File: config.mk
export PLATFORM = sky130hd
export DESIGN_NAME = pin_io_cell
export DESIGN_NICKNAME = d
export VERILOG_FILES = /design/src/design/pin_cell_pkg.sv /design/src/design/pin_cell_reg.sv /design/src/design/input_delay.sv /design/src/design/pin_io_cell.sv
export VERILOG_INCLUDE_DIRS = /design/src /design/src/design
export SDC_FILE = /design/constraint.sdc
export NUM_CORES = 1
export LEC_CHECK = 0
export BUFFER_PORTS_ARGS = -buffer_cell sky130_fd_sc_hd__buf_2
export CAP_MARGIN = 20
export CORE_ASPECT_RATIO = 0.7
export CORE_UTILIZATION = 52
export DETAILED_ROUTE_END_ITERATION = 6
export PLACE_DENSITY = 0.85
export RECOVER_POWER = 100
export SKIP_CTS_REPAIR_TIMING = 1
export SYNTH_ARGS = -nofsm -noshare
export SYNTH_HDL_FRONTEND = slang
export SYNTH_SLANG_ARGS = --single-unit
File: constraint.sdc
create_clock -name MCLK -period 3.7 [get_ports MCLK]
set_input_delay 0.37 -clock MCLK [delete_from_list [all_inputs] [get_ports MCLK]]
set_output_delay 0.37 -clock MCLK [all_outputs]
set_load 0.005 [all_outputs]
File: src/design/pin_cell_regs.svh
`ifndef PIN_CELL_REGS_SVH
`define PIN_CELL_REGS_SVH

// Register byte addresses
`define ADDR_CONFIG 12'h000
`define ADDR_DIVIDER 12'h004
`define ADDR_STATUS 12'h008

// Configuration field positions
`define CFG_MODE_LO 0
`define CFG_MODE_HI 1
`define CFG_CLR_EN 2
`define CFG_PWR_IN 3
`define CFG_PWR_OUT 4
`define CFG_PWR_OE 5
`define CFG_DLY_LO 6
`define CFG_DLY_HI 7
`define CFG_IN_FALL 8
`define CFG_MSB 8

// Mode field codes
`define MODE_CODE_SDR 2'h0
`define MODE_CODE_DDR_IN 2'h1
`define MODE_CODE_DDR_OUT 2'h2

// Input delay settings
`define DLY_OFF 2'h0
`define DLY_ONE 2'h1
`define DLY_TWO 2'h2
`define DLY_THREE 2'h3

// Status field positions
`define ST_IN 0
`define ST_OE 1
`define ST_OUT 2
`define ST_PHASE 3
`define ST_PIN 4

// Reset values
`define CFG_RESET 9'h000
`define DIV_RESET 8'h00
`define DIV_MSB 7
`define WARM_FULL 2'h3

`endif

File: src/design/pin_cell_pkg.sv
package pin_cell_pkg;

  // Operating modes of the cell
  typedef enum logic [2:0] {
    MODE_SDR = 3'b001,
    MODE_DDR_IN = 3'b010,
    MODE_DDR_OUT = 3'b100
  } mode_t;

  // Configuration word, bit 0 at the bottom
  typedef struct packed {
    logic in_fall;
    logic [1:0] dly_sel;
    logic pwr_oe;
    logic pwr_out;
    logic pwr_in;
    logic clr_en;
    logic [1:0] mode_code;
  } cfg_t;

  // Core-side request bundle
  typedef struct packed {
    logic d0;
    logic d1;
    logic oe;
    logic ce_in;
    logic ce_out;
    logic ce_oe;
    logic clr;
  } core_req_t;

  typedef logic [1:0] dly_sel_t;

endpackage

File: src/design/pin_cell_reg.sv
`include "pin_cell_regs.svh"

module pin_cell_reg (
  // Clock and reset
  input wire logic clk,
  input wire logic rst,
  // Shared clear or preset
  input wire logic clr,
  input wire logic clr_en,
  input wire logic pwr_hi,
  // Data path
  input wire logic en,
  input wire logic d,
  output logic q
);
  import pin_cell_pkg::*;

  // Clear or preset to the power-up level, else load on enable
  always_ff @(posedge clk) begin
    if (rst) begin
      q <= pwr_hi;
    end else if (clr && clr_en) begin
      q <= pwr_hi;
    end else if (en) begin
      q <= d;
    end
  end
endmodule

File: src/design/input_delay.sv
`include "pin_cell_regs.svh"

module input_delay (
  // Clock and reset
  input wire logic clk,
  input wire logic rst,
  // Delay setting
  input wire pin_cell_pkg::dly_sel_t sel,
  // Data path
  input wire logic din,
  output logic dout
);
  import pin_cell_pkg::*;

  logic [2:0] stage_q;
  logic [1:0] warm_q;

  // Delay chain, one cycle a stage
  always_ff @(posedge clk) begin
    if (rst) begin
      stage_q <= 3'h0;
    end else begin
      stage_q <= {stage_q[1:0], din};
    end
  end

  // Counts cycles since reset, stopping at three, for checking
  always_ff @(posedge clk) begin
    if (rst) begin
      warm_q <= 2'h0;
    end else if (warm_q != `WARM_FULL) begin
      warm_q <= warm_q + 2'h1;
    end
  end

  // Tap select: bypass or one of three delays
  always_comb begin
    dout = din;
    if (sel == `DLY_ONE) begin
      dout = stage_q[0];
    end else if (sel == `DLY_TWO) begin
      dout = stage_q[1];
    end else if (sel == `DLY_THREE) begin
      dout = stage_q[2];
    end
  end
endmodule

File: src/design/pin_io_cell.sv
`include "pin_cell_regs.svh"

module pin_io_cell (
  // Clock and reset
  input wire logic MCLK,
  input wire logic SYS_RST,
  // APB slave
  input wire logic PSEL,
  input wire logic PENABLE,
  input wire logic PWRITE,
  input wire logic [11:0] PADDR,
  input wire logic [31:0] PWDATA,
  output logic [31:0] PRDATA,
  output logic PREADY,
  output logic PSLVERR,
  // Core side
  input wire pin_cell_pkg::core_req_t CORE_REQ,
  output logic CORE_Q_IN,
  output logic CORE_Q_OE,
  output logic CORE_PIN_RAW,
  // Pin side
  input wire logic PIN_I,
  output logic PIN_O,
  output logic PIN_OE,
  output logic CELL_CLK
);
  import pin_cell_pkg::*;

  cfg_t cfg_q;
  logic [`DIV_MSB:0] div_q;
  logic [`DIV_MSB:0] div_cnt_q;
  logic phase_q;
  logic tick;
  logic rise;
  logic fall;
  mode_t mode;
  logic pin_s1_q;
  logic pin_s2_q;
  logic pin_dly;
  logic raw_q;
  logic latch_q;
  logic in_q;
  logic out_q;
  logic oe_q;
  logic in_edge;
  logic oe_d;
  logic pin_o_q;
  logic pin_oe_q;
  logic clr_act;
  logic [31:0] prdata_q;
  logic pslverr_q;
  logic apb_wr;
  logic apb_setup;

  // Bus strobes
  assign apb_wr = PSEL && PENABLE && PWRITE;
  assign apb_setup = PSEL && !PENABLE;
  assign PREADY = 1'b1;
  assign PRDATA = prdata_q;
  assign PSLVERR = pslverr_q;

  // Configuration register
  always_ff @(posedge MCLK) begin
    if (SYS_RST) begin
      cfg_q <= `CFG_RESET;
    end else if (apb_wr && PADDR == `ADDR_CONFIG) begin
      cfg_q <= cfg_t'(PWDATA[`CFG_MSB:0]);
    end
  end

  // Cell clock divider setting
  always_ff @(posedge MCLK) begin
    if (SYS_RST) begin
      div_q <= `DIV_RESET;
    end else if (apb_wr && PADDR == `ADDR_DIVIDER) begin
      div_q <= PWDATA[`DIV_MSB:0];
    end
  end

  // Read data and error, prepared in the setup cycle
  always_ff @(posedge MCLK) begin
    if (SYS_RST) begin
      prdata_q <= 32'h0000_0000;
      pslverr_q <= 1'b0;
    end else if (apb_setup) begin
      prdata_q <= 32'h0000_0000;
      pslverr_q <= 1'b0;
      if (PADDR == `ADDR_CONFIG) begin
        prdata_q[`CFG_MSB:0] <= cfg_q;
      end else if (PADDR == `ADDR_DIVIDER) begin
        prdata_q[`DIV_MSB:0] <= div_q;
      end else if (PADDR == `ADDR_STATUS) begin
        prdata_q[`ST_IN] <= in_q;
        prdata_q[`ST_OE] <= oe_q;
        prdata_q[`ST_OUT] <= out_q;
        prdata_q[`ST_PHASE] <= phase_q;
        prdata_q[`ST_PIN] <= pin_s2_q;
      end else begin
        pslverr_q <= 1'b1;
      end
    end
  end

  // Mode decode from the configuration field
  always_comb begin
    case (cfg_q.mode_code)
      `MODE_CODE_DDR_IN: mode = MODE_DDR_IN;
      `MODE_CODE_DDR_OUT: mode = MODE_DDR_OUT;
      default: mode = MODE_SDR;
    endcase
  end

  // Cell clock: phase toggles once per divider period
  assign tick = (div_cnt_q == div_q);
  assign rise = tick && !phase_q;
  assign fall = tick && phase_q;

  always_ff @(posedge MCLK) begin
    if (SYS_RST) begin
      div_cnt_q <= `DIV_RESET;
    end else if (tick) begin
      div_cnt_q <= `DIV_RESET;
    end else begin
      div_cnt_q <= div_cnt_q + 8'h01;
    end
  end

  always_ff @(posedge MCLK) begin
    if (SYS_RST) begin
      phase_q <= 1'b0;
    end else if (tick) begin
      phase_q <= !phase_q;
    end
  end

  assign CELL_CLK = phase_q;

  // Pin synchroniser
  always_ff @(posedge MCLK) begin
    if (SYS_RST) begin
      pin_s1_q <= 1'b0;
      pin_s2_q <= 1'b0;
    end else begin
      pin_s1_q <= PIN_I;
      pin_s2_q <= pin_s1_q;
    end
  end

  // Programmable input delay
  input_delay u_delay (
    .clk(MCLK),
    .rst(SYS_RST),
    .sel(cfg_q.dly_sel),
    .din(pin_s2_q),
    .dout(pin_dly)
  );

  // Pin value registered one cycle after the input delay, for core capture of DDR reads
  always_ff @(posedge MCLK) begin
    if (SYS_RST) begin
      raw_q <= 1'b0;
    end else begin
      raw_q <= pin_dly;
    end
  end

  assign CORE_PIN_RAW = raw_q;

  // Input latch, transparent while the cell clock is high in DDR input mode
  always_ff @(posedge MCLK) begin
    if (SYS_RST) begin
      latch_q <= 1'b0;
    end else if (mode == MODE_DDR_IN && phase_q) begin
      latch_q <= pin_dly;
    end
  end

  // Input register may take the falling edge in single-rate use
  assign in_edge = (mode == MODE_SDR && cfg_q.in_fall) ? fall : rise;

  // Enable register data source per mode
  always_comb begin
    case (mode)
      MODE_DDR_IN: oe_d = latch_q;
      MODE_DDR_OUT: oe_d = CORE_REQ.d1;
      default: oe_d = CORE_REQ.oe;
    endcase
  end

  assign clr_act = CORE_REQ.clr && cfg_q.clr_en;

  // Input register
  pin_cell_reg u_in_reg (
    .clk(MCLK),
    .rst(SYS_RST),
    .clr(CORE_REQ.clr),
    .clr_en(cfg_q.clr_en),
    .pwr_hi(cfg_q.pwr_in),
    .en(in_edge && CORE_REQ.ce_in),
    .d(pin_dly),
    .q(in_q)
  );

  // Output register, on the shared rising edge
  pin_cell_reg u_out_reg (
    .clk(MCLK),
    .rst(SYS_RST),
    .clr(CORE_REQ.clr),
    .clr_en(cfg_q.clr_en),
    .pwr_hi(cfg_q.pwr_out),
    .en(rise && CORE_REQ.ce_out),
    .d(CORE_REQ.d0),
    .q(out_q)
  );

  // Enable register, same edge as the output register
  pin_cell_reg u_oe_reg (
    .clk(MCLK),
    .rst(SYS_RST),
    .clr(CORE_REQ.clr),
    .clr_en(cfg_q.clr_en),
    .pwr_hi(cfg_q.pwr_oe),
    .en(rise && CORE_REQ.ce_oe),
    .d(oe_d),
    .q(oe_q)
  );

  assign CORE_Q_IN = in_q;
  assign CORE_Q_OE = oe_q;

  // Pin drive: DDR output mux by clock level, else registered data
  always_ff @(posedge MCLK) begin
    if (SYS_RST) begin
      pin_o_q <= 1'b0;
      pin_oe_q <= 1'b0;
    end else begin
      case (mode)
        MODE_DDR_OUT: begin
          pin_o_q <= phase_q ? out_q : oe_q;
          pin_oe_q <= 1'b1;
        end
        MODE_DDR_IN: begin
          pin_o_q <= out_q;
          pin_oe_q <= 1'b0;
        end
        default: begin
          pin_o_q <= out_q;
          pin_oe_q <= oe_q;
        end
      endcase
    end
  end

  assign PIN_O = pin_o_q;
  assign PIN_OE = pin_oe_q;
endmodule

==> results_dict.tcl, run 1 <==
set metrics [dict create \
    status "finished with violations" \
    failed_checks "DRC, capacitance limit, slew limit" \
    clock_latency_ps 300 \
    htree_levels 2 \
    synth.avg_cell_area_um2 9.11 \
    viasPerCell 5.57 \
    yosys.area.top_type "dfxtp_1" \
    pwr-share-seq_pct 52.8 \
    clock_sinks 48 \
    core_area_um2 4430 \
    critPathArrivalTime_ps 2980 \
    p_sw_share_pct 21.5 \
    r2r-end "u_in_reg.q" \
    leakagePower_nw 1.11 \
    ir_drop_uv 224 \
    drt_iter0_markers 157 \
    synth_edf_count 3 \
    vias 2033 \
    ys_ff_latch 48 \
    hpwl_mm 4.01 \
    cts_buffer_depth 2 \
    gr-total-overflow 0 \
    synth_top_cell_area_share_pct 36.6 \
    r2r-start "div_cnt_q[2]" \
    fin_crit_ps 2750 \
    worstPathRequired_ps 3930 \
    tightest_slew_ps 1910 \
    seq_area_frac_synth_pct 40.3 \
    gp_congestion 0.851 \
    first_global_vias 1753 \
    clk_pin_slew_ps 80 \
    hold_end "pin_s1_q" \
    antenna_found_initial 0 \
    min_period_over_period_pct 74.2 \
    fmax_mhz 364 \
    end_kind "flip-flop" \
    power_mw 1.02 \
    start_util_pct 55.5 \
    drive_gt1_share_pct 20.0 \
    crit_path_start_kind "input pin" \
    synth_flop_cell "dfxtp_1" \
    dpl_worst_slack_ps 1250 \
    port_buffers 49 \
    path_max_fanout 9 \
    rsz0062_at_grt "false" \
    first_pass_iters 6 \
    final_cell_mix "dfxtp_1, buf_2, conb_1" \
    drtAntennaViolNets 0 \
    cts_root_buffer "clkbuf_8" \
    cts_tree "yes" \
    wl_mm 5.34 \
    synth_cell_types 38 \
    io_pins 97 \
    hold_start "PIN_I" \
    finClkSkew_ps 8.63 \
    whs_path_depth 2 \
    gr-usage-all-layers_pct 22.0 \
    remaining_drc_errors 18 \
    fin_util_pct 61.3 \
    combinationalPowerShare_pct 7.3 \
    area_growth_pct 10.4 \
    setup_violations 0 \
    internal-power_mw 0.799 \
    ff2ff_setup_slack_ps 2030 \
    finalSetupTns_ps 0 \
    nNetsFinal 369 \
    place_inst 357 \
    stdcell_count 365 \
    grt_pass1_wl_mm 8.29 \
    p_clk_share_pct 39.9 \
    synth_warnings 0 \
    stdcell_area_um2 2720 \
    setup_slack_ps 954 \
    r2r_cells 4 \
    synth_area_leaders "dfxtp_1, buf_4, a31o_1" \
    hold_path.class "in -> reg" \
    slew_headroom_pct -29.2 \
    syn_area_um2 2460 \
    syn_inst 270 \
    hold_viol_final 0 \
    n_fill_cell 404 \
    final_common_cell "dfxtp_1" \
    ys_async_sr_fraction_pct 0 \
    final_max_slew_viol_count 10 \
    power_switching_mw 0.218 \
    row_count 20 \
    cts_made_buffers 5 \
    grt_max_degree 33 \
    die_w_um 84.2 \
    die_h_um 59.5 \
    dieArea_um2 5010 \
    post_drt_wl_per_cell_um 14.6 \
    drv_cap 1 \
    crit_type "in -> reg" \
    diodes 0 \
    hold_ws_ps 279 \
    powerDensity_nw_per_um2 374 \
    placed_area_um2 2620 \
]
critical path, stage by stage:
cell and delay [ps]:
buf_2 100, or4_1 590, nor4b_1 1530, nand2_1 170, a21oi_1 220
cell usage after synthesis, types with 8 or more instances:
cell type,n
clkbuf_1,11
nor4_1,20
dfxtp_1,45
nor2_1,13
nand3_1,8
nor2b_1,8
a31o_1,17
buf_4,24
nand2_1,23
xor2_1,13
inv_1,8
o21ai_0,9
a21oi_1,13
logic make-up (layout without fill, tap and decap cells):
| family | after synthesis | count (layout) | synth area share, % |
|---|---|---|---|
| buffers and inverters | 47 | 65 | 11.0 |
| AO/OA/AOI/OAI | 54 | 54 | 17.0 |
| XOR/XNOR | 14 | 14 | 4.98 |
| AND/OR/NAND/NOR | 95 | 95 | 21.3 |
| flip-flops | 48 | 48 | 40.3 |
| other | 2 | 24 | 0.305 |
| adder cells (fa/ha/maj) | 3 | 3 | 1.53 |
| multiplexers | 7 | 7 | 3.56 |
final cells by class:
type                    count  area [um^2]  share of cell area [%]
clock inverters             1         30.0                    1.11
inverters                   8         30.0                    1.11
flip-flops and latches     48          991                    36.5
clock buffers               7         96.3                    3.55
well taps                  55         68.8                    2.53
repair buffers             49          235                    8.66
multi-input cells         197         1260                    46.6
worst max-delay path by stage:
| stage | end | startpoint | slack, ps | cells past startpoint |
|---|---|---|---|---|
| finish | PRDATA[5] | PADDR[5] | 950 | 5 |
| global route | PRDATA[5] | PADDR[5] | 750 | 5 |
| CTS | cfg_q[5] | PADDR[9] | 1570 | 5 |
| detailed placement | cfg_q[2] | PADDR[9] | 1250 | 5 |
| global placement | cfg_q[6] | PADDR[9] | 1250 | 5 |
| floorplan | PRDATA[0] | PADDR[9] | 1580 | 5 |
sequential cells by signal, summed over array words and instances (netlist names), 3 cells and up:
name,flops
div_cnt_q,8
cfg_q,9
u_delay.stage_q,3
div_q,8
PRDATA,9
power by group through the flow:
stage	Sequential, mW	Combinational [mW]	Clock, mW
6_report	0.537	0.0740	0.406
5_1_grt	0.538	0.0824	0.431
3_3_place_gp	0.549	0.0731	0
2_1_floorplan	0.547	0.0628	0
3_5_place_dp	0.549	0.0744	0
4_1_cts	0.537	0.0753	0.413
per-layer routing:
metal / track usage [%] / vias to the layer above / share of wire, %
met2: 32.7 / 85 / 41
li1: - / 995 / -
met4: 7.64 / 0 / 0.95
met1: 30.5 / 946 / 48
met3: 6.96 / 7 / 9.4
met5: 0 / - / 0
(Power assumes the default switching activity.)
==> inputs of run 2 (changes only) <==
--- a/config.mk
+++ b/config.mk
@@ -9,9 +9,9 @@
 export BUFFER_PORTS_ARGS = -buffer_cell sky130_fd_sc_hd__buf_2
 export CAP_MARGIN = 20
 export CORE_ASPECT_RATIO = 0.7
-export CORE_UTILIZATION = 52
+export CORE_UTILIZATION = 44
 export DETAILED_ROUTE_END_ITERATION = 6
-export PLACE_DENSITY = 0.85
+export PLACE_DENSITY = 0.76
 export RECOVER_POWER = 100
 export SKIP_CTS_REPAIR_TIMING = 1
 export SYNTH_ARGS = -nofsm -noshare
==> constraint.sdc (replaced) <==
create_clock -name MCLK -period 2.5 [get_ports MCLK]
set_input_delay 0.25 -clock MCLK [delete_from_list [all_inputs] [get_ports MCLK]]
set_output_delay 0.25 -clock MCLK [all_outputs]
set_load 0.005 [all_outputs]
==> run 2 against run 1 <==
Combinational power increased by 51%. Hold slack worse by 130 ps. Power grew 37%. Final cell count is 6.3% higher. Critical path type unchanged. Sequential cell count did not move. Routed wire length rose by 1.6%. The flow now finishes without violations.
==> results_dict.tcl, run 2 (synthesis results as in run 1) <==
set metrics [dict create \
    ir_drop_uv 294 \
    port_buffers 49 \
    die_w_um 91.4 \
    vias 2043 \
    drtAntennaViolNets 0 \
    crit_path_start_kind "input pin" \
    clk_pin_slew_ps 100 \
    wl_mm 5.43 \
    cts_made_buffers 5 \
    gr-usage-all-layers_pct 19.4 \
    cts_root_buffer "clkbuf_8" \
    critPathArrivalTime_ps 2200 \
    place_inst 380 \
    setup_violations 0 \
    ff2ff_setup_slack_ps 680 \
    tightest_slew_ps 911 \
    r2r_cells 4 \
    viasPerCell 5.27 \
    hold_ws_ps 148 \
    internal-power_mw 1.04 \
    min_period_over_period_pct 80.4 \
    core_area_um2 5310 \
    hold_viol_final 0 \
    dieArea_um2 5900 \
    whs_path_depth 2 \
    cts_tree "yes" \
    gr-total-overflow 0 \
    placed_area_um2 2680 \
    final_cell_mix "dfxtp_1, buf_2, conb_1" \
    r2r-start "div_q[7]" \
    r2r-end "u_oe_reg.q" \
    hpwl_mm 4.17 \
    seq_area_um2 991 \
    drive_gt1_share_pct 19.9 \
    fin_util_pct 51.3 \
    status "finished, final reports clean" \
    slew_headroom_pct 39.3 \
    power_mw 1.40 \
    power_switching_mw 0.357 \
    cp_slowest_cell "or4_1" \
    hold_start "PIN_I" \
    die_h_um 64.6 \
    multiInputGateArea_um2 1240 \
    first_global_vias 1776 \
    finalSetupTns_ps 0 \
    clock_sinks 48 \
    row_count 22 \
    finClkSkew_ps 7.69 \
    io_pins 97 \
    final_max_slew_viol_count 0 \
    drt_iter0_markers 168 \
    end_kind "flip-flop" \
    powerDensity_nw_per_um2 512 \
    hold_end "pin_s1_q" \
    worstPathRequired_ps 2690 \
    gp_congestion 0.816 \
    pwr-share-seq_pct 57.0 \
    rsz0062_at_grt "false" \
    slowest_delay_ps 600 \
    first_pass_iters 4 \
    stdcell_area_um2 2730 \
    htree_levels 2 \
    grt_max_degree 27 \
    fin_crit_ps 2010 \
    drv_cap 0 \
    p_sw_share_pct 25.6 \
    crit_type "in -> reg" \
    leakagePower_nw 1.11 \
    stdcell_count 388 \
    combinationalPowerShare_pct 8.0 \
    remaining_drc_errors 0 \
    path_max_fanout 10 \
    setup_slack_ps 491 \
    cts_buffer_depth 2 \
    clock_latency_ps 300 \
    nNetsFinal 375 \
    diodes 0 \
    setup.worst_path.start "PADDR[9]" \
    final_common_cell "dfxtp_1" \
    fmax_mhz 498 \
    antenna_found_initial 0 \
    area_growth_pct 10.8 \
    post_drt_wl_per_cell_um 14.0 \
    dpl_worst_slack_ps 282 \
    n_fill_cell 530 \
    hold_path.class "in -> reg" \
    grt_pass1_wl_mm 8.80 \
    start_util_pct 46.3 \
    p_clk_share_pct 35.0 \
    path_cells "buf_2, or4_1, or2_0, or3_1, a31o_1" \
]
[run 2: cell types whose count changed in the layout (fill, tap and decap cells not counted), moves of 2 or more]
cell and delta:
inv_6 +2, clkbuf_8 -2, a221oi_2 -4, a221oi_1 +4, buf_4 +5
[run 2: final cells by class]
type / count / area share, %
multi-input combinational: 197 / 45.6
timing repair buffer: 55 / 10.1
sequential: 48 / 36.4
clock inverter: 3 / 0.964
inverter: 8 / 1.10
tap: 72 / 3.31
clock buffer: 5 / 2.53
[run 2: worst max-delay path by stage]
stage	endpoint	slack [ps]	depth (start not counted)
2_1_floorplan	PRDATA[0]	500	5
3_3_place_gp	cfg_q[6]	300	5
3_5_place_dp	cfg_q[1]	280	5
4_1_cts	PRDATA[2]	600	5
5_1_grt	cfg_q[5]	380	5
6_report	div_q[0]	490	5
[run 2: power by group through the flow]
stage / combinational [mW] / clock, mW / sequential, mW
2_1_floorplan: 0.0929 / 0 / 0.810
3_3_place_gp: 0.113 / 0 / 0.813
3_5_place_dp: 0.115 / 0 / 0.813
4_1_cts: 0.116 / 0.496 / 0.795
5_1_grt: 0.127 / 0.530 / 0.798
6_report: 0.112 / 0.488 / 0.795
[run 2: metal layers]
metal  wire length (um)  track usage (%)  vias to the layer above
met5                  0                0                        -
met2               2180             27.0                       94
met4                 90             5.75                        0
li1                   -                -                     1008
met1               2650             29.3                      933
met3                502             4.34                        8
[run 2: worst max-delay path: cells and delay by family]
kind | cells | cell delay, ps
simple gates | 3 | 1580
compound gates | 1 | 280
buf+inv | 1 | 100
==> inputs of run 3 (changes only) <==
--- a/config.mk
+++ b/config.mk
@@ -9,9 +9,9 @@
 export BUFFER_PORTS_ARGS = -buffer_cell sky130_fd_sc_hd__buf_2
 export CAP_MARGIN = 20
 export CORE_ASPECT_RATIO = 0.7
-export CORE_UTILIZATION = 44
+export CORE_UTILIZATION = 48
 export DETAILED_ROUTE_END_ITERATION = 6
-export PLACE_DENSITY = 0.76
+export PLACE_DENSITY = 0.79
 export RECOVER_POWER = 100
 export SKIP_CTS_REPAIR_TIMING = 1
 export SYNTH_ARGS = -nofsm -noshare
==> constraint.sdc (replaced) <==
create_clock -name MCLK -period 2.1 [get_ports MCLK]
set_input_delay 0.21 -clock MCLK [delete_from_list [all_inputs] [get_ports MCLK]]
set_output_delay 0.21 -clock MCLK [all_outputs]
set_load 0.005 [all_outputs]
==> run 3 against run 2 <==
Hold slack lost 38 ps. Largest cell class unchanged. Register-to-register slack lost 370 ps. Utilization grew 6.4 points. Sequential share of layout area shrank 1.0 points. Worst setup slack lost 350 ps. Global-route usage grew 2.3 points. Design area grew 2.9%. Critical endpoint is now PRDATA[3]. Clock skew shrank 2.4 ps. Critical path type unchanged. Via count grew 3.2%.
==> results_dict.tcl, run 3 (synthesis results as in run 1) <==
set metrics [dict create \
    drive_gt1_share_pct 20.0 \
    place_inst 381 \
    antenna_found_initial 0 \
    setup_violations 0 \
    gr-total-overflow 0 \
    stdcell_area_um2 2800 \
    power_switching_mw 0.400 \
    final_common_cell "dfxtp_1" \
    internal-power_mw 1.59 \
    crit_type "in -> reg" \
    diodes 0 \
    fin_crit_ps 1960 \
    io_pins 97 \
    min_period_over_period_pct 93.5 \
    placed_area_um2 2710 \
    hold_ws_ps 111 \
    die_h_um 61.9 \
    final_max_slew_viol_count 0 \
    critPathArrivalTime_ps 2170 \
    powerDensity_nw_per_um2 709 \
    finalSetupTns_ps 0 \
    power_mw 1.99 \
    first_pass_iters 5 \
    hold_viol_final 0 \
    drt_iter0_markers 111 \
    drtAntennaViolNets 0 \
    cts_made_buffers 5 \
    gr-usage-all-layers_pct 21.7 \
    cts_buffer_depth 2 \
    nNetsFinal 379 \
    finClkSkew_ps 5.27 \
    area_growth_pct 14.0 \
    row_count 21 \
    post_drt_wl_per_cell_um 14.4 \
    cts_tree "yes" \
    ir_drop_uv 395 \
    clock_sinks 48 \
    pwr-share-seq_pct 47.6 \
    first_global_vias 1767 \
    core_area_um2 4860 \
    start_util_pct 50.6 \
    wl_mm 5.62 \
    slew_headroom_pct 42.5 \
    final_cell_mix "dfxtp_1, buf_2, conb_1" \
    end_kind "flip-flop" \
    combinationalPowerShare_pct 6.9 \
    tightest_slew_ps 863 \
    cts_root_buffer "clkbuf_8" \
    stdcell_count 389 \
    remaining_drc_errors 0 \
    clock_latency_ps 300 \
    gp_congestion 0.846 \
    grt_pass1_wl_mm 8.53 \
    worstPathRequired_ps 2300 \
    leakagePower_nw 1.16 \
    die_w_um 87.6 \
    port_buffers 49 \
    htree_levels 2 \
    crit_path_start_kind "input pin" \
    hpwl_mm 4.35 \
    p_sw_share_pct 20.1 \
    viasPerCell 5.42 \
    dieArea_um2 5420 \
    path_max_fanout 6 \
    drv_cap 0 \
    p_clk_share_pct 45.5 \
    status "finished, final reports clean" \
    grt_max_degree 22 \
    fmax_mhz 509 \
    vias 2109 \
    clk_pin_slew_ps 90 \
    hold_path.class "in -> reg" \
    rsz0062_at_grt "false" \
]
-- run 3: cell count changes in the layout (fill, tap and decap cells not counted) --
cell	change
a221oi_1	+1
buf_4	+3
a221oi_2	-1
clkbuf_1	+3
bufinv_16	+3
clkinv_4	-1
inv_6	-2
buf_2	-1
buf_1	-1
-- run 3: layer usage --
| metal | GRT usage (%) | routed length [um] | vias to the layer above |
|---|---|---|---|
| li1 | - | - | 1021 |
| met1 | 30.4 | 2750 | 992 |
| met2 | 33.0 | 2320 | 87 |
| met3 | 5.15 | 459 | 9 |
| met4 | 7.73 | 88 | 0 |
| met5 | 0 | 0 | - |
-- run 3: layout make-up --
cell class / count / area (um^2)
multi-input combinational: 197 / 1240
sequential: 48 / 991
tap: 69 / 86.3
clock buffer: 5 / 68.8
inverter: 8 / 30.0
clock inverter: 3 / 90.1
timing repair buffer: 59 / 302
fill: 444 / 2060
-- run 3: path summary, 6_finish.rpt --
kind                  from    endpoint  slack (ps)  depth (start not counted)
setup reg to reg  div_q[7]  u_oe_reg.q         310                          4
setup / recovery  PADDR[9]   PRDATA[3]         140                          5
hold / removal       PIN_I    pin_s1_q         110                          2
hold reg to reg   pin_s1_q    pin_s2_q         460                          1
-- run 3: per-stage QoR --
stage | setup WS [ps] | util [%]
after floorplan | 138 | -
after global placement | -17.5 | 55.7
after detailed placement | -62.5 | 55.7
after CTS | 251 | 59.0
after global routing | 102 | 57.7
final | 137 | 57.7
-- run 3: worst max-delay path: stages --
cell,delay [ps]
buf_2,90
or4_1,600
or4_1,630
a221o_1,330
a221oi_1,310
-- run 3: power groups by stage --
stage               clock (mW)  sequential (mW)  combinational [mW]
finish                   0.904            0.947               0.137
global route             0.954            0.949               0.154
CTS                      0.922            0.947               0.141
detailed placement           0            0.968               0.140
global placement             0            0.967               0.137
floorplan                    0            0.965               0.111
